==> config.mk <==
export PLATFORM = sky130hd
export DESIGN_NAME = ldact_display
export DESIGN_NICKNAME = d
export VERILOG_FILES = /design/src/common/ldact_pkg.sv /design/src/common/ldact_cfg_if.sv /design/src/verilog/ldact_req_sync.sv /design/src/verilog/ldact_regs.sv /design/src/verilog/ldact_display.sv
export SDC_FILE = /design/constraint.sdc
export NUM_CORES = 1
export LEC_CHECK = 0
export BUFFER_PORTS_ARGS = -buffer_cell sky130_fd_sc_hd__buf_2
export CAP_MARGIN = 20
export CELL_PAD_IN_SITES_DETAIL_PLACEMENT = 1
export CELL_PAD_IN_SITES_GLOBAL_PLACEMENT = 2
export CORE_MARGIN = 10
export CORE_UTILIZATION = 30
export CTS_CLUSTER_SIZE = 16
export DETAILED_ROUTE_END_ITERATION = 10
export PLACE_DENSITY = 0.7
export SKIP_CTS_REPAIR_TIMING = 1
export SLEW_MARGIN = 0
export SYNTH_ARGS = -nofsm -noshare
export SYNTH_HDL_FRONTEND = slang
export SYNTH_SLANG_ARGS = --single-unit
==> constraint.sdc <==
create_clock -name clock -period 3.7 [get_ports clock]
set_input_delay 0.37 -clock clock [delete_from_list [all_inputs] [get_ports clock]]
set_output_delay 0.37 -clock clock [all_outputs]
set_load 0.03 [all_outputs]
==> src/common/ldact_pkg.sv <==
// constants, register map and types for the led gauge display activation block
// Summary of operation
// - display starts from host command, reset exit, charge activity or request pin falling edge
// - host command written over the register bus activates the display
// - with reset display enable set, display activates on leaving reset
// - with charge display enable set, display stays active while current exceeds threshold
// - a high-to-low transition on the request pin activates the capacity display
// - further request pin falling edges ignored until the display hold time expires
// - request held low for long press time adds failure display after capacity display
// - pack voltage at or below terminate voltage disables the display, overriding all
// - failure display enable shows failure display afterwards for twice the hold time
// - trigger select 0: failure display only after long press on the request pin
// - trigger select 1: any request pin falling edge triggers the failure display
// - default discharge thresholds for fourth and fifth lamps are 60 and 80 percent
// - lamps light one after another with the step delay between them
// - after all lamps lit, hold for display hold time, then all off together
package ldact_pkg;
  // ****************************************************************
  // register map (byte addresses)
  // ****************************************************************
  localparam logic [7:0] LDACT_ADDR_CTRL    = 8'h00;
  localparam logic [7:0] LDACT_ADDR_CMD     = 8'h04;
  localparam logic [7:0] LDACT_ADDR_CURR    = 8'h08;
  localparam logic [7:0] LDACT_ADDR_VOLT    = 8'h0C;
  localparam logic [7:0] LDACT_ADDR_THRESH  = 8'h10;
  localparam logic [7:0] LDACT_ADDR_STATUS  = 8'h14;
  // ctrl field positions
  localparam int LDACT_CTRL_RSTDISP = 0;
  localparam int LDACT_CTRL_CHGDISP = 1;
  localparam int LDACT_CTRL_FAILEN  = 2;
  localparam int LDACT_CTRL_FAILSEL = 3;
  localparam int LDACT_CMD_START    = 0;
  localparam logic [3:0]  LDACT_CTRL_RESET   = 4'h1; // reset display on, so leaving reset lights the gauge
  localparam logic [15:0] LDACT_CURR_RESET   = 16'h0000;
  localparam logic [15:0] LDACT_VOLT_RESET   = 16'hFFFF;
  // default discharge thresholds, percent
  localparam logic [7:0]  LDACT_LAMP4_OFF_DEF = 8'h3C; // 60 percent
  localparam logic [7:0]  LDACT_LAMP5_OFF_DEF = 8'h50; // 80 percent
  localparam logic [15:0] LDACT_CHG_CURR_DEF  = 16'h0064;
  localparam logic [15:0] LDACT_TERM_VOLT_DEF = 16'h2328;
  localparam logic [1:0]  LDACT_RESP_OKAY     = 2'h0;
  localparam logic [1:0]  LDACT_RESP_SLVERR   = 2'h2;
  // ****************************************************************
  // timing
  // ****************************************************************
  localparam longint LDACT_CLK_HZ       = 250000000;
  localparam longint LDACT_HOLD_S       = 4;   // display hold time, s
  localparam longint LDACT_LONGPRESS_MS = 1000; // long press time, ms
  localparam longint LDACT_STEP_MS      = 50;  // lamp step delay, ms
  localparam longint LDACT_HOLD_CYC     = LDACT_HOLD_S * LDACT_CLK_HZ;
  localparam longint LDACT_LONGPRESS_CYC = (LDACT_LONGPRESS_MS * LDACT_CLK_HZ + 999) / 1000;
  localparam longint LDACT_STEP_CYC     = (LDACT_STEP_MS * LDACT_CLK_HZ + 999) / 1000;
  localparam int     LDACT_FAIL_MULT    = 2;
  localparam int     LDACT_NUM_LAMPS    = 5;
  // ****************************************************************
  // display states, gray coded along the usual path
  // ****************************************************************
  typedef enum logic [1:0] {
    LDACT_IDLE = 2'h0,
    LDACT_STEP = 2'h1,
    LDACT_HOLD = 2'h3,
    LDACT_FAIL = 2'h2
  } ldact_state_t;
endpackage : ldact_pkg

==> src/common/ldact_cfg_if.sv <==
// interface carrying configuration and commands from the register file to the display core
`timescale 1ns/1ps
interface ldact_cfg_if;
  logic        rstDispEn;
  logic        chgDispEn;
  logic        failDispEn;
  logic        failTrigSel;
  logic        hostStart;
  logic [15:0] packCurrent;
  logic [15:0] packVoltage;
  logic [15:0] chgDetectCurrent;
  logic [15:0] termVoltage;
  logic [1:0]  dispState;
  logic        dispActive;
  logic        lockout;
  modport regs (output rstDispEn, chgDispEn, failDispEn, failTrigSel, hostStart, packCurrent,
                packVoltage, chgDetectCurrent, termVoltage, input dispState, dispActive, lockout);
  modport core (input rstDispEn, chgDispEn, failDispEn, failTrigSel, hostStart, packCurrent,
                packVoltage, chgDetectCurrent, termVoltage, output dispState, dispActive, lockout);
endinterface : ldact_cfg_if

==> src/verilog/ldact_req_sync.sv <==
// request pin synchroniser with falling edge and long press detection
`timescale 1ns/1ps
module ldact_req_sync #(
  parameter longint LONG_CYC = ldact_pkg::LDACT_LONGPRESS_CYC
) (
  // clock and reset
  input  wire logic clock,
  input  wire logic rst_b,
  // pin and events
  input  wire logic reqPin,
  output logic      fallPulse,
  output logic      longPulse
);
  import ldact_pkg::*;
  logic        meta_r;
  logic        sync_r;
  logic        prev_r;
  logic [31:0] lowCnt_r;
  logic        longDone_r;
  wire         atLong = (lowCnt_r == 32'(LONG_CYC - 1));
  // two flop synchroniser and edge history
  always_ff @(posedge clock or negedge rst_b) begin
    if (!rst_b) begin
      meta_r <= 1'b1;
      sync_r <= 1'b1;
      prev_r <= 1'b1;
    end else begin
      meta_r <= reqPin;
      sync_r <= meta_r;
      prev_r <= sync_r;
    end
  end
  assign fallPulse = prev_r & ~sync_r;
  assign longPulse = ~sync_r & atLong & ~longDone_r;
  // low level duration counter
  always_ff @(posedge clock or negedge rst_b) begin
    if (!rst_b) begin
      lowCnt_r   <= 32'h0000_0000;
      longDone_r <= 1'b0;
    end else if (sync_r) begin
      lowCnt_r   <= 32'h0000_0000;
      longDone_r <= 1'b0;
    end else if (atLong) begin
      longDone_r <= 1'b1;
    end else begin
      lowCnt_r <= lowCnt_r + 32'h0000_0001;
    end
  end
endmodule : ldact_req_sync

==> src/verilog/ldact_regs.sv <==
// axi4-lite register file for the display activation block
`timescale 1ns/1ps
module ldact_regs (
  // clock and reset
  input  wire logic        clock,
  input  wire logic        rst_b,
  // axi4-lite slave
  input  wire logic [7:0]  awaddr,
  input  wire logic        awvalid,
  output logic             awready,
  input  wire logic [31:0] wdata,
  input  wire logic [3:0]  wstrb,
  input  wire logic        wvalid,
  output logic             wready,
  output logic [1:0]       bresp,
  output logic             bvalid,
  input  wire logic        bready,
  input  wire logic [7:0]  araddr,
  input  wire logic        arvalid,
  output logic             arready,
  output logic [31:0]      rdata,
  output logic [1:0]       rresp,
  output logic             rvalid,
  input  wire logic        rready,
  // core side
  ldact_cfg_if.regs        cfg
);
  import ldact_pkg::*;
  logic [3:0]  ctrl_r;
  logic [15:0] curr_r;
  logic [15:0] volt_r;
  logic [15:0] chgThr_r;
  logic [15:0] termV_r;
  logic        start_r;
  logic        awGot_r;
  logic        wGot_r;
  logic [7:0]  awAddr_r;
  logic [31:0] wData_r;
  logic [3:0]  wStrb_r;
  // write side: take address and data in any order
  assign awready = ~awGot_r & ~bvalid;
  assign wready  = ~wGot_r & ~bvalid;
  wire doWrite = awGot_r & wGot_r & ~bvalid;
  wire wLo     = wStrb_r[0];
  wire wHi     = wStrb_r[1];
  wire wrCtrl  = doWrite & (awAddr_r == LDACT_ADDR_CTRL);
  wire wrCmd   = doWrite & (awAddr_r == LDACT_ADDR_CMD);
  wire wrCurr  = doWrite & (awAddr_r == LDACT_ADDR_CURR);
  wire wrVolt  = doWrite & (awAddr_r == LDACT_ADDR_VOLT);
  wire wrThr   = doWrite & (awAddr_r == LDACT_ADDR_THRESH);
  wire wrOk    = wrCtrl | wrCmd | wrCurr | wrVolt | wrThr;
  always_ff @(posedge clock or negedge rst_b) begin
    if (!rst_b) begin
      awGot_r  <= 1'b0;
      wGot_r   <= 1'b0;
      awAddr_r <= 8'h00;
      wData_r  <= 32'h0000_0000;
      wStrb_r  <= 4'h0;
      bvalid   <= 1'b0;
      bresp    <= LDACT_RESP_OKAY;
    end else begin
      if (awvalid && awready) begin
        awGot_r  <= 1'b1;
        awAddr_r <= awaddr;
      end
      if (wvalid && wready) begin
        wGot_r  <= 1'b1;
        wData_r <= wdata;
        wStrb_r <= wstrb;
      end
      if (doWrite) begin
        awGot_r <= 1'b0;
        wGot_r  <= 1'b0;
        bvalid  <= 1'b1;
        bresp   <= wrOk ? LDACT_RESP_OKAY : LDACT_RESP_SLVERR;
      end else if (bvalid && bready) begin
        bvalid <= 1'b0;
      end
    end
  end
  // register storage; the command register is a self clearing start pulse
  always_ff @(posedge clock or negedge rst_b) begin
    if (!rst_b) begin
      ctrl_r   <= LDACT_CTRL_RESET;
      curr_r   <= LDACT_CURR_RESET;
      volt_r   <= LDACT_VOLT_RESET;
      chgThr_r <= LDACT_CHG_CURR_DEF;
      termV_r  <= LDACT_TERM_VOLT_DEF;
      start_r  <= 1'b0;
    end else begin
      start_r <= wrCmd & wLo & wData_r[LDACT_CMD_START];
      if (wrCtrl && wLo) ctrl_r <= wData_r[3:0];
      if (wrCurr && wLo) curr_r[7:0] <= wData_r[7:0];
      if (wrCurr && wHi) curr_r[15:8] <= wData_r[15:8];
      if (wrVolt && wLo) volt_r[7:0] <= wData_r[7:0];
      if (wrVolt && wHi) volt_r[15:8] <= wData_r[15:8];
      if (wrThr && wLo) chgThr_r[7:0] <= wData_r[7:0];
      if (wrThr && wHi) chgThr_r[15:8] <= wData_r[15:8];
      if (wrThr && wStrb_r[2]) termV_r[7:0] <= wData_r[23:16];
      if (wrThr && wStrb_r[3]) termV_r[15:8] <= wData_r[31:24];
    end
  end
  assign cfg.rstDispEn        = ctrl_r[LDACT_CTRL_RSTDISP];
  assign cfg.chgDispEn        = ctrl_r[LDACT_CTRL_CHGDISP];
  assign cfg.failDispEn       = ctrl_r[LDACT_CTRL_FAILEN];
  assign cfg.failTrigSel      = ctrl_r[LDACT_CTRL_FAILSEL];
  assign cfg.hostStart        = start_r;
  assign cfg.packCurrent      = curr_r;
  assign cfg.packVoltage      = volt_r;
  assign cfg.chgDetectCurrent = chgThr_r;
  assign cfg.termVoltage      = termV_r;
  // read side
  assign arready = ~rvalid;
  wire [31:0] statusWord = {28'h0000000, cfg.lockout, cfg.dispActive, cfg.dispState};
  always_ff @(posedge clock or negedge rst_b) begin
    if (!rst_b) begin
      rvalid <= 1'b0;
      rdata  <= 32'h0000_0000;
      rresp  <= LDACT_RESP_OKAY;
    end else if (arvalid && arready) begin
      rvalid <= 1'b1;
      rresp  <= LDACT_RESP_OKAY;
      case (araddr)
        LDACT_ADDR_CTRL:   rdata <= {28'h0000000, ctrl_r};
        LDACT_ADDR_CMD:    rdata <= 32'h0000_0000;
        LDACT_ADDR_CURR:   rdata <= {16'h0000, curr_r};
        LDACT_ADDR_VOLT:   rdata <= {16'h0000, volt_r};
        LDACT_ADDR_THRESH: rdata <= {termV_r, chgThr_r};
        LDACT_ADDR_STATUS: rdata <= statusWord;
        default: begin
          rdata <= 32'h0000_0000;
          rresp <= LDACT_RESP_SLVERR;
        end
      endcase
    end else if (rvalid && rready) begin
      rvalid <= 1'b0;
    end
  end
endmodule : ldact_regs

==> src/verilog/ldact_display.sv <==
// top of the led gauge display activation block: sources, lockout, sequencing
`timescale 1ns/1ps
module ldact_display #(
  parameter longint HOLD_CYC  = ldact_pkg::LDACT_HOLD_CYC,
  parameter longint STEP_CYC  = ldact_pkg::LDACT_STEP_CYC,
  parameter longint LONG_CYC  = ldact_pkg::LDACT_LONGPRESS_CYC,
  parameter int     NUM_LAMPS = ldact_pkg::LDACT_NUM_LAMPS
) (
  // clock and reset
  input  wire logic                 clock,
  input  wire logic                 rst_b,
  // axi4-lite slave
  input  wire logic [7:0]           awaddr,
  input  wire logic                 awvalid,
  output logic                      awready,
  input  wire logic [31:0]          wdata,
  input  wire logic [3:0]           wstrb,
  input  wire logic                 wvalid,
  output logic                      wready,
  output logic [1:0]                bresp,
  output logic                      bvalid,
  input  wire logic                 bready,
  input  wire logic [7:0]           araddr,
  input  wire logic                 arvalid,
  output logic                      arready,
  output logic [31:0]               rdata,
  output logic [1:0]                rresp,
  output logic                      rvalid,
  input  wire logic                 rready,
  // display request pin, active low press
  input  wire logic                 displayRequestPin,
  // lamp count to light, from the capacity mapper
  input  wire logic [2:0]           activeLamps,
  // lamp segment drivers
  output logic [NUM_LAMPS-1:0]      lampOn,
  output logic                      failDisplayOn,
  // default discharge thresholds for lamps four and five
  output logic [7:0]                fourthLampDischargeThreshold,
  output logic [7:0]                fifthLampDischargeThreshold
);
  import ldact_pkg::*;
  // ****************************************************************
  // submodules
  // ****************************************************************
  ldact_cfg_if cfg ();
  logic fallPulse;
  logic longPulse;
  ldact_regs uRegs (
    .clock   (clock),
    .rst_b   (rst_b),
    .awaddr  (awaddr),
    .awvalid (awvalid),
    .awready (awready),
    .wdata   (wdata),
    .wstrb   (wstrb),
    .wvalid  (wvalid),
    .wready  (wready),
    .bresp   (bresp),
    .bvalid  (bvalid),
    .bready  (bready),
    .araddr  (araddr),
    .arvalid (arvalid),
    .arready (arready),
    .rdata   (rdata),
    .rresp   (rresp),
    .rvalid  (rvalid),
    .rready  (rready),
    .cfg     (cfg)
  );
  ldact_req_sync #(.LONG_CYC(LONG_CYC)) uSync (
    .clock     (clock),
    .rst_b     (rst_b),
    .reqPin    (displayRequestPin),
    .fallPulse (fallPulse),
    .longPulse (longPulse)
  );
  // ****************************************************************
  // activation sources
  // ****************************************************************
  ldact_state_t state_r;
  ldact_state_t state_nxt;
  logic [31:0]  timer_r;
  logic [2:0]   litCnt_r;
  logic         lock_r;
  logic         failPend_r;
  logic         resetSeen_r;
  logic         rstStart_r;
  // reset exit start fires once, on the first cycle after release
  always_ff @(posedge clock or negedge rst_b) begin
    if (!rst_b) begin
      resetSeen_r <= 1'b0;
      rstStart_r  <= 1'b0;
    end else begin
      resetSeen_r <= 1'b1;
      rstStart_r  <= ~resetSeen_r & cfg.rstDispEn;
    end
  end
  wire lowVolt    = (cfg.packVoltage <= cfg.termVoltage);
  wire chgActive  = cfg.chgDispEn & (cfg.packCurrent > cfg.chgDetectCurrent);
  wire pinAccept  = fallPulse & ~lock_r;
  wire startReq   = cfg.hostStart | rstStart_r | chgActive | pinAccept;
  wire failByEdge = pinAccept & cfg.failDispEn & cfg.failTrigSel;
  wire failByLong = longPulse & lock_r & cfg.failDispEn & ~cfg.failTrigSel;
  wire [2:0] lampTarget = (activeLamps > 3'(NUM_LAMPS)) ? 3'(NUM_LAMPS) : activeLamps;
  wire timerDone  = (timer_r == 32'h0000_0000);
  wire allLit     = (litCnt_r >= lampTarget);
  // ****************************************************************
  // display sequencer
  // ****************************************************************
  always_comb begin
    state_nxt = state_r;
    case (state_r)
      LDACT_IDLE: if (startReq) state_nxt = LDACT_STEP;
      LDACT_STEP: if (allLit) state_nxt = LDACT_HOLD;
      LDACT_HOLD: if (timerDone && !chgActive) state_nxt = (failPend_r ? LDACT_FAIL : LDACT_IDLE);
      LDACT_FAIL: if (timerDone) state_nxt = LDACT_IDLE;
      default:    state_nxt = LDACT_IDLE;
    endcase
    if (lowVolt) state_nxt = LDACT_IDLE;
  end
  always_ff @(posedge clock or negedge rst_b) begin
    if (!rst_b) begin
      state_r <= LDACT_IDLE;
    end else begin
      state_r <= state_nxt;
    end
  end
  // step delay, hold and failure timers share one down counter
  always_ff @(posedge clock or negedge rst_b) begin
    if (!rst_b) begin
      timer_r  <= 32'h0000_0000;
      litCnt_r <= 3'h0;
    end else if (state_nxt == LDACT_IDLE) begin
      timer_r  <= 32'h0000_0000;
      litCnt_r <= 3'h0;
    end else if (state_r == LDACT_STEP && state_nxt == LDACT_HOLD) begin
      timer_r <= 32'(HOLD_CYC - 1);
    end else if (state_r == LDACT_HOLD && state_nxt == LDACT_FAIL) begin
      timer_r <= 32'(LDACT_FAIL_MULT * HOLD_CYC - 1);
    end else if (state_r == LDACT_STEP && timerDone) begin
      litCnt_r <= litCnt_r + 3'h1;
      timer_r  <= 32'(STEP_CYC - 1);
    end else if (state_r == LDACT_HOLD && chgActive) begin
      timer_r <= 32'(HOLD_CYC - 1);
    end else if (!timerDone) begin
      timer_r <= timer_r - 32'h0000_0001;
    end
  end
  // pin lockout runs from an accepted edge until the hold time ends
  always_ff @(posedge clock or negedge rst_b) begin
    if (!rst_b) begin
      lock_r     <= 1'b0;
      failPend_r <= 1'b0;
    end else begin
      if (pinAccept && !lowVolt) lock_r <= 1'b1;
      else if (state_nxt == LDACT_IDLE || state_nxt == LDACT_FAIL) lock_r <= 1'b0;
      if (state_nxt == LDACT_IDLE) failPend_r <= 1'b0;
      else if (failByEdge || failByLong) failPend_r <= 1'b1;
    end
  end
  // ****************************************************************
  // outputs
  // ****************************************************************
  always_ff @(posedge clock or negedge rst_b) begin
    if (!rst_b) begin
      lampOn        <= '0;
      failDisplayOn <= 1'b0;
    end else begin
      for (int i = 0; i < NUM_LAMPS; i++) begin
        lampOn[i] <= (state_nxt == LDACT_STEP || state_nxt == LDACT_HOLD) && (3'(i) < litCnt_r);
      end
      failDisplayOn <= (state_nxt == LDACT_FAIL);
    end
  end
  assign fourthLampDischargeThreshold = LDACT_LAMP4_OFF_DEF;
  assign fifthLampDischargeThreshold  = LDACT_LAMP5_OFF_DEF;
  assign cfg.dispState  = state_r;
  assign cfg.dispActive = (state_r != LDACT_IDLE);
  assign cfg.lockout    = lock_r;
  // ****************************************************************
  // assertions
  // ****************************************************************
  AST_LOWVOLT_OFF: assert property (@(posedge clock) disable iff (!rst_b)
    lowVolt |=> (state_r == LDACT_IDLE)) else $error("display active at low voltage");
  // lockout must survive every cycle of the display until the hold count runs out
  AST_LOCK_IGNORE: assert property (@(posedge clock) disable iff (!rst_b)
    (lock_r && !lowVolt && (state_r == LDACT_STEP || (state_r == LDACT_HOLD && !timerDone))) |=> lock_r)
    else $error("lockout dropped before hold expired");
  AST_PIN_START: assert property (@(posedge clock) disable iff (!rst_b)
    (pinAccept && !lowVolt && state_r == LDACT_IDLE) |=> (state_r == LDACT_STEP))
    else $error("pin edge did not start display");
  AST_HOST_START: assert property (@(posedge clock) disable iff (!rst_b)
    (cfg.hostStart && !lowVolt && state_r == LDACT_IDLE) |=> (state_r == LDACT_STEP))
    else $error("host command did not start display");
  AST_FAIL_AFTER: assert property (@(posedge clock) disable iff (!rst_b)
    $rose(failDisplayOn) |-> ($past(state_r) == LDACT_HOLD) && failPend_r)
    else $error("failure display not after capacity display");
  // with select 0 a short press from idle must not arm the failure display
  AST_SEL0_NOEDGE: assert property (@(posedge clock) disable iff (!rst_b)
    (!cfg.failTrigSel && pinAccept && !longPulse && state_r == LDACT_IDLE && !lowVolt) |=> !failPend_r)
    else $error("edge trigger with select 0");
  AST_SEL1_EDGE: assert property (@(posedge clock) disable iff (!rst_b)
    (failByEdge && !lowVolt) |=> failPend_r) else $error("edge trigger lost with select 1");
  AST_CHG_HOLD: assert property (@(posedge clock) disable iff (!rst_b)
    (chgActive && state_r == LDACT_HOLD && !lowVolt) |=> (state_r == LDACT_HOLD))
    else $error("display left hold during charge");
  AST_ALL_OFF: assert property (@(posedge clock) disable iff (!rst_b)
    (state_r == LDACT_HOLD && state_nxt != LDACT_HOLD) |=> (lampOn == '0))
    else $error("lamps not all off after hold");
  AST_RESET_START: assert property (@(posedge clock) disable iff (!rst_b)
    (rstStart_r && !lowVolt && state_r == LDACT_IDLE) |=> (state_r == LDACT_STEP))
    else $error("reset exit did not start display");
endmodule : ldact_display

==> metrics.md, run 1 <==
| Metric | Value |
|---|---|
| Seq pwr share | 0.398 |
| Bufs and invs on worst path | 1 |
| Grt ovf | 0 |
| Reg-to-Reg Start | uRegs.cfg.termVoltage[9] |
| Post-synth top area cell | dfrtp_1 |
| CTS clk-pin slew, worst paths | 0.06 ns |
| Placed wire-length estimate | 22.3 mm |
| Worst setup path class | flop to flop |
| TritonCTS clock tree | built |
| Yosys warnings | 0 |
| WL final | just over 30 mm |
| Gpl congestion | slightly below 0.8 |
| Hold Crit Depth | 2 |
| GR Layer Usage met1 | 0.179 |
| Max-cap violations | 0 |
| Final Critical Period | ~3.3 ns |
| Die Height | approximately 210 um |
| Worst skew pair latency | around 0.56 ns |
| I/O Pins | 126 |
| CP delay by family, top | simple AND/OR/NAND/NOR gates |
| TritonCTS buffer count | 28 |
| Slew Limit Fails | 0 |
| Synth top area share | 0.455 |
| Post-synthesis cell area | between 10000 and 15000 sq um |
| Initial antenna violation count | 3 |
| EDFF count, synth | 0 |
| Fmax | around 300 MHz |
| Final-report setup violation count | 0 |
| Final TNS setup | 0 ns |
| Largest cells by area after synthesis | dfrtp_1 46%, mux2_2 13%, dfstp_2 6.5%, ha_1 4.2%, nand2_1 3.2% |
| Slew @ Worst Pin | ~1.1 ns |
| CP required | just over 4 ns |
| RSZ-0062 raised after global routing | no |
| Synth Area per Inst | 11.0 sq um |
| Met2 usage | 0.223 |
| Initial Util | 0.302 |
| Slew HR | 0.290 |
| Gr usage total | 0.134 |
| Synth async-reset ratio | 1.00 |
| HP Start | wdata[12] |
| Largest net degree at the start of global routing | 97 |
| VDD IR-drop max | 0.347 mV |
| Pwr Density | between 600 and 700 nW/um^2 |
| Reg2Reg Depth | 10 |
| Reg-to-reg slack, setup | between 0.3 and 0.4 ns |
| Chip Width | 214 um |
| Clock skew | around 0.020 ns |
| Switching Share | 0.333 |
| Clock Tree Root | clkbuf_16 |
| Via density per instance | approximately 4.8 |
| Period utilisation layout | 0.899 |
| Area delta synth->final | 18.9% |
| Reg area | ~5900 sq um |
| Hold WC Path Type | input pin to flop |
| CP max FO | 27 |
| Fillers | around 4300 |
| Status | finished, final reports clean |
| Commonest non-fill, non-tap cell in the layout | dfrtp_1 |
| First-pass DRT Iterations | 4 |
| Worst path slowest cell | nor3_2 |
| Setup crit end kind | flop |
| Seq/Total Area, Yosys | 0.520 |
| Share of cells above drive strength 1 | 0.289 |
| Vias in the first global route | between 8000 and 9000 |
| Mapped Cells | 1028 |
| Nets@finish | approximately 1300 |
| Clock share of power | 0.332 |
| Routed length per instance | 18.5 um |
| Multi-input combinational cell area | 5050 sq um |
| Post-synth cell types | 58 |
| FP Rows | 71 |
| Total power | 8.46 mW |
| Busiest grt layer | met2 |
| Clk buf depth | 3 |
| Clk sinks | around 230 |
| Fin. Hold Viols | 0 |
| Synth Flop Type | dfrtp_1 |
| IO Port Bufs | roughly 110 |
| Hold Path Sink | uRegs.wData_r[12] |
| Crit-path cells | inv_1, ha_1, and4_1, nand3_1, nor3_1, a211oi_1, a21o_1, nor3_2, o21ai_4, a221oi_1 |
| Combinational power share | 0.271 |
| #FFs+latches synth | around 230 |
| Cell-internal power | 5.64 mW |
| Worst stage delay on the critical path | approximately 0.63 ns |
| Startpoint types | flop |
| P_sw | approximately 2.8 mW |
| Worst EP arrival | approximately 3.8 ns |
| DRT antenna net count | 0 |
| H-tree Lvls | 1 |
| Vias | 8022 |
| Met3 global-route usage | 0.0181 |
| First-pass GRT wire length | between 50 and 60 mm |
| Worst r2r dst | timer_r[21] |
| Area of the die | roughly 46000 sq um |
| DR iter-0 viols | 347 |
| Residual DRC count | 0 |
| Leakage Power | around 6.2 nW |
| Core Area | 37500 sq um |
| Most frequent cells in the layout | 206 x dfrtp_1, 126 x mux2_2, 106 x buf_2, 97 x nand2_1, 58 x o21ai_0 |
-- power by group through the flow --
stage	Sequential [mW]	Combinational (mW)	Clock, mW
3_3_place_gp	3.60	6.16	0
3_5_place_dp	3.63	6.24	0
5_1_grt	3.67	6.99	3.01
4_1_cts	3.59	6.31	2.88
6_report	3.36	2.29	2.81
2_1_floorplan	3.25	1.67	0
-- area by class of cell --
class,count,share of cell area
Timing Repair Buffer,130,0.0560
Clock inverter,11,0.00902
Inverter,48,0.0134
Tap cell,511,0.0475
Clock buffer,41,0.0609
Sequential cell,234,0.438
Antenna cell,2,0.000372
Multi-Input combinational cell,709,0.375
-- kinds of logic after synthesis --
group | share of synthesized area
other | 0.000663
flip-flops | 0.520
AND/OR/NAND/NOR | 0.137
multiplexers | 0.127
buffers and inverters | 0.0407
adder cells (fa/ha/maj) | 0.0420
XOR/XNOR | 0.0418
AO/OA/AOI/OAI | 0.0909
-- registers in the layout, indices dropped and copies added, names as in the netlist, 2 cells and up --
| signal | flops |
|---|---|
| uRegs.rdata | 32 |
| uRegs.cfg.termVoltage | 16 |
| timer_r | 32 |
| uRegs.cfg.packVoltage | 16 |
| lampOn | 5 |
| uRegs.awAddr_r | 8 |
| cfg.dispState | 2 |
| uRegs.wStrb_r | 4 |
| litCnt_r | 3 |
| uSync.lowCnt_r | 32 |
| uRegs.wData_r | 32 |
| uRegs.cfg.packCurrent | 16 |
| uRegs.ctrl_r | 4 |
| uRegs.cfg.chgDetectCurrent | 16 |
-- worst max path at each step --
| stage | startpoint | endpoint | slack (ns) | cells past startpoint |
|---|---|---|---|---|
| floorplan | uRegs.cfg.chgDetectCurrent[5] | timer_r[9] | 0.76 | 11 |
| global placement | uRegs.cfg.termVoltage[9] | timer_r[21] | 0.47 | 10 |
| detailed placement | uRegs.cfg.termVoltage[9] | timer_r[21] | 0.39 | 10 |
| CTS | uRegs.cfg.termVoltage[9] | timer_r[21] | 0.35 | 10 |
| global route | uRegs.cfg.termVoltage[9] | timer_r[21] | 0.16 | 10 |
| finish | uRegs.cfg.termVoltage[9] | timer_r[21] | 0.37 | 10 |
-- stage by stage --
step                      utilization  cell area [sq um]  std cells  hold slack [ns]  worst slack [ns]
after CTS                       0.358              13400       1680           -0.142             0.347
after floorplan                     -              11400       1045           0.0744             0.762
final                           0.359              13500       1686           0.0408             0.373
after global routing            0.359              13500       1686           0.0245             0.164
after detailed placement        0.333              12500       1628            0.348             0.388
after global placement          0.333              12500       1628            0.351             0.474
-- Yosys cell counts, types with 7 or more instances --
| library cell | number |
|---|---|
| and3_1 | 7 |
| mux2_2 | 126 |
| xnor2_1 | 22 |
| or3_1 | 15 |
| a22oi_1 | 13 |
| buf_4 | 20 |
| nor3_1 | 20 |
| a21oi_1 | 50 |
| ha_1 | 38 |
| or4_1 | 8 |
| nand4_1 | 15 |
| a21o_1 | 8 |
| nor2_1 | 56 |
| nand3_1 | 25 |
| clkbuf_1 | 32 |
| inv_1 | 48 |
| xor2_1 | 32 |
| o21ai_0 | 58 |
| and4_1 | 7 |
| dfstp_2 | 28 |
| nand2_1 | 98 |
| dfrtp_1 | 206 |
| nor2b_1 | 7 |
-- per-layer routing --
layer	vias up	routed length, um
met5	-	7
met4	2	448
met3	34	853
met2	85	14900
met1	4058	15000
li1	3843	-
Note: power is estimated with default switching activity, not from simulation.
==> inputs of run 2 (changes only) <==
CAP_MARGIN = not set   (was 20)
clock period = 3.3 ns   (was 3.7 ns; I/O delays follow)
==> metrics.md, run 2 (synthesized netlist as in run 1, its figures left out) <==
| Metric | Value |
|---|---|
| Status | finished, final reports clean |
| FP Rows | 71 (unchanged) |
| First-pass DRT Iterations | 6 (+2) |
| Dpl cell area | 12500 sq um (+0.34%) |
| Grt ovf | 0 (unchanged) |
| CTS clk-pin slew, worst paths | 0.06 ns (about the same) |
| IO Port Bufs | 107 (unchanged) |
| Initial antenna violation count | 3 (unchanged) |
| Via density per instance | 4.77 (+0.16%) |
| End-of-flow core utilization | 0.366 (+0.00691) |
| Worst EP arrival | 3.52 ns (-0.25 ns) |
| Hold WC Path Type | input pin to flop |
| Reg-to-reg slack, setup | 0.23 ns (-0.14 ns) |
| Clk sinks | 234 (unchanged) |
| Vias | 8159 (+1.7%) |
| H-tree Lvls | 1 (unchanged) |
| Worst path slowest cell | or4b_1 |
| Slew Limit Fails | 0 (unchanged) |
| Most frequent cells in the layout | 206 x dfrtp_1, 126 x mux2_2, 106 x buf_2, 97 x nand2_1, 58 x o21ai_0 |
| TritonCTS buffer count | 28 (unchanged) |
| Slew @ Worst Pin | 1.07 ns (+0.00463 ns) |
| Residual DRC count | 0 (unchanged) |
| Pwr Density | 690 nW/um^2 (+9.9%) |
| Diode count | 0 (-2) |
| Worst skew pair latency | 0.57 ns (about the same) |
| Setup crit end kind | flop |
| Clock Tree Root | clkbuf_16 |
| Placed wire-length estimate | 22.2 mm (-0.38%) |
| Gr usage total | 0.134 (about the same) |
| First-pass GRT wire length | 50.6 mm (about the same) |
| Clock skew | 0.0255 ns (+0.00531 ns) |
| Fin. Hold Viols | 0 (unchanged) |
| Setup WS post-layout | 0.230 ns (-0.142 ns) |
| Share of cells above drive strength 1 | 0.287 (-0.00174) |
| Final Critical Period | 3.07 ns (-0.258 ns) |
| Fillers | 4225 (-1.1%) |
| Chip Width | 214 um (unchanged) |
| VDD IR-drop max | 0.525 mV (+51%) |
| DR iter-0 viols | 432 (+24%) |
| Commonest non-fill, non-tap cell in the layout | dfrtp_1 |
| I/O Pins | 126 (unchanged) |
| Total power | 9.47 mW (+12%) |
| WL final | 31.4 mm (+0.81%) |
| CP max FO | 6 (-78%) |
| Bufs and invs on worst path | 1 (unchanged) |
| Largest net degree at the start of global routing | 95 (-2.1%) |
| Nets@finish | 1280 (+2.2%) |
| RSZ-0062 raised after global routing | no |
| Crit-path cells | inv_1, ha_1, a21o_1, nand3_1, a211oi_1, or4b_1, and4_1, or4_4, a21boi_0, nor3b_1 |
| Vias in the first global route | 8751 (+0.092%) |
| Leakage Power | 6.33 nW (+1.9%) |
| Max-cap violations | 0 (unchanged) |
| Final-report setup violation count | 0 (unchanged) |
| Gpl congestion | 0.763 (-0.74%) |
| Area of the die | 45900 sq um (unchanged) |
| Worst setup path class | flop to flop |
| Worst stage delay on the critical path | 0.61 ns (-0.02 ns) |
| TritonCTS clock tree | built |
| Routed length per instance | 18.3 um (-0.72%) |
| Fmax | 326 MHz (+8.4%) |
| Final TNS setup | 0 ns (unchanged) |
| Slew HR | 0.284 (-0.00561) |
| DRT antenna net count | 0 (unchanged) |
| CP required | 3.75 ns (-0.39 ns) |
| CP delay by family, top | simple AND/OR/NAND/NOR gates |
| Dpl ws | 0.162 ns (-0.226 ns) |
| Initial Util | 0.302 (unchanged) |
| Final instance area | 13700 sq um (+1.9%) |
| Die Height | 214 um (unchanged) |
| Clk buf depth | 3 (unchanged) |
| Core Area | 37500 sq um (unchanged) |
| Startpoint types | flop |
| Area delta synth->final | 21.2% |
| Period utilisation layout | 0.930 (+0.0309) |
==> run 2: cell types whose count changed in the layout (fill, tap and decap cells not counted), moves of 2 or more <==
cell,delta
buf_4,+3
diode_2,-2
clkinv_2,+3
dlygate4sd3_1,+24
bufinv_16,-2
clkinvlp_4,-2
==> run 2: worst register-to-register path, delay by kind of cell (launching register included) <==
family / cells / cell delay, ns
DFF: 1 / 0.54
AOI/OAI and AO/OA: 3 / 0.39
buffers and inverters: 1 / 0.04
and+or+nand+nor: 5 / 1.70
adders and majority gates: 1 / 0.28
==> run 2: worst paths after layout <==
check                                              start  depth (start not counted)                 end
max                        uRegs.cfg.chgDetectCurrent[5]                         10          timer_r[9]
min                                            wdata[28]                          2   uRegs.wData_r[28]
max reg2reg                uRegs.cfg.chgDetectCurrent[5]                         10          timer_r[9]
min reg2reg                                 uSync.meta_r                          0        uSync.sync_r
max in group asynchronous                          rst_b                          3  uSync.lowCnt_r[15]
min in group asynchronous                          rst_b                          2     uRegs.rdata[11]
==> run 2: power by group <==
group | switching, mW | leakage [nW] | internal (mW)
registers | 0.410 | 3.05 | 3.35
logic | 1.52 | 2.83 | 1.20
clock network | 1.27 | 0.455 | 1.73
total | 3.20 | 6.33 | 6.27
==> run 2: layout make-up <==
class                      instances  area (sq um)  area share
clock buffer                      41           820      0.0598
multi-input combinational        709          5060       0.369
tap                              511           639      0.0466
inverter                          48           180      0.0131
sequential                       234          5890       0.429
timing repair buffer             158          1040      0.0755
clock inverter                    11          86.3     0.00629
==> run 2: per-layer routing <==
metal / track usage / routed length [um] / up-vias
li1: - / - / 3889
met1: 0.179 / 14900 / 4126
met2: 0.225 / 15100 / 103
met3: 0.0192 / 997 / 39
met4: 0.0272 / 447 / 2
met5: 0 / 18 / -
==> run 2: through the flow <==
| step | instances | hold WS, ns |
|---|---|---|
| 2_1_floorplan | 1045 | 0.0344 |
| 3_3_place_gp | 1632 | 0.340 |
| 3_5_place_dp | 1632 | 0.335 |
| 4_1_cts | 1684 | -0.275 |
| 5_1_grt | 1712 | 0.000568 |
| 6_report | 1712 | 0.00774 |
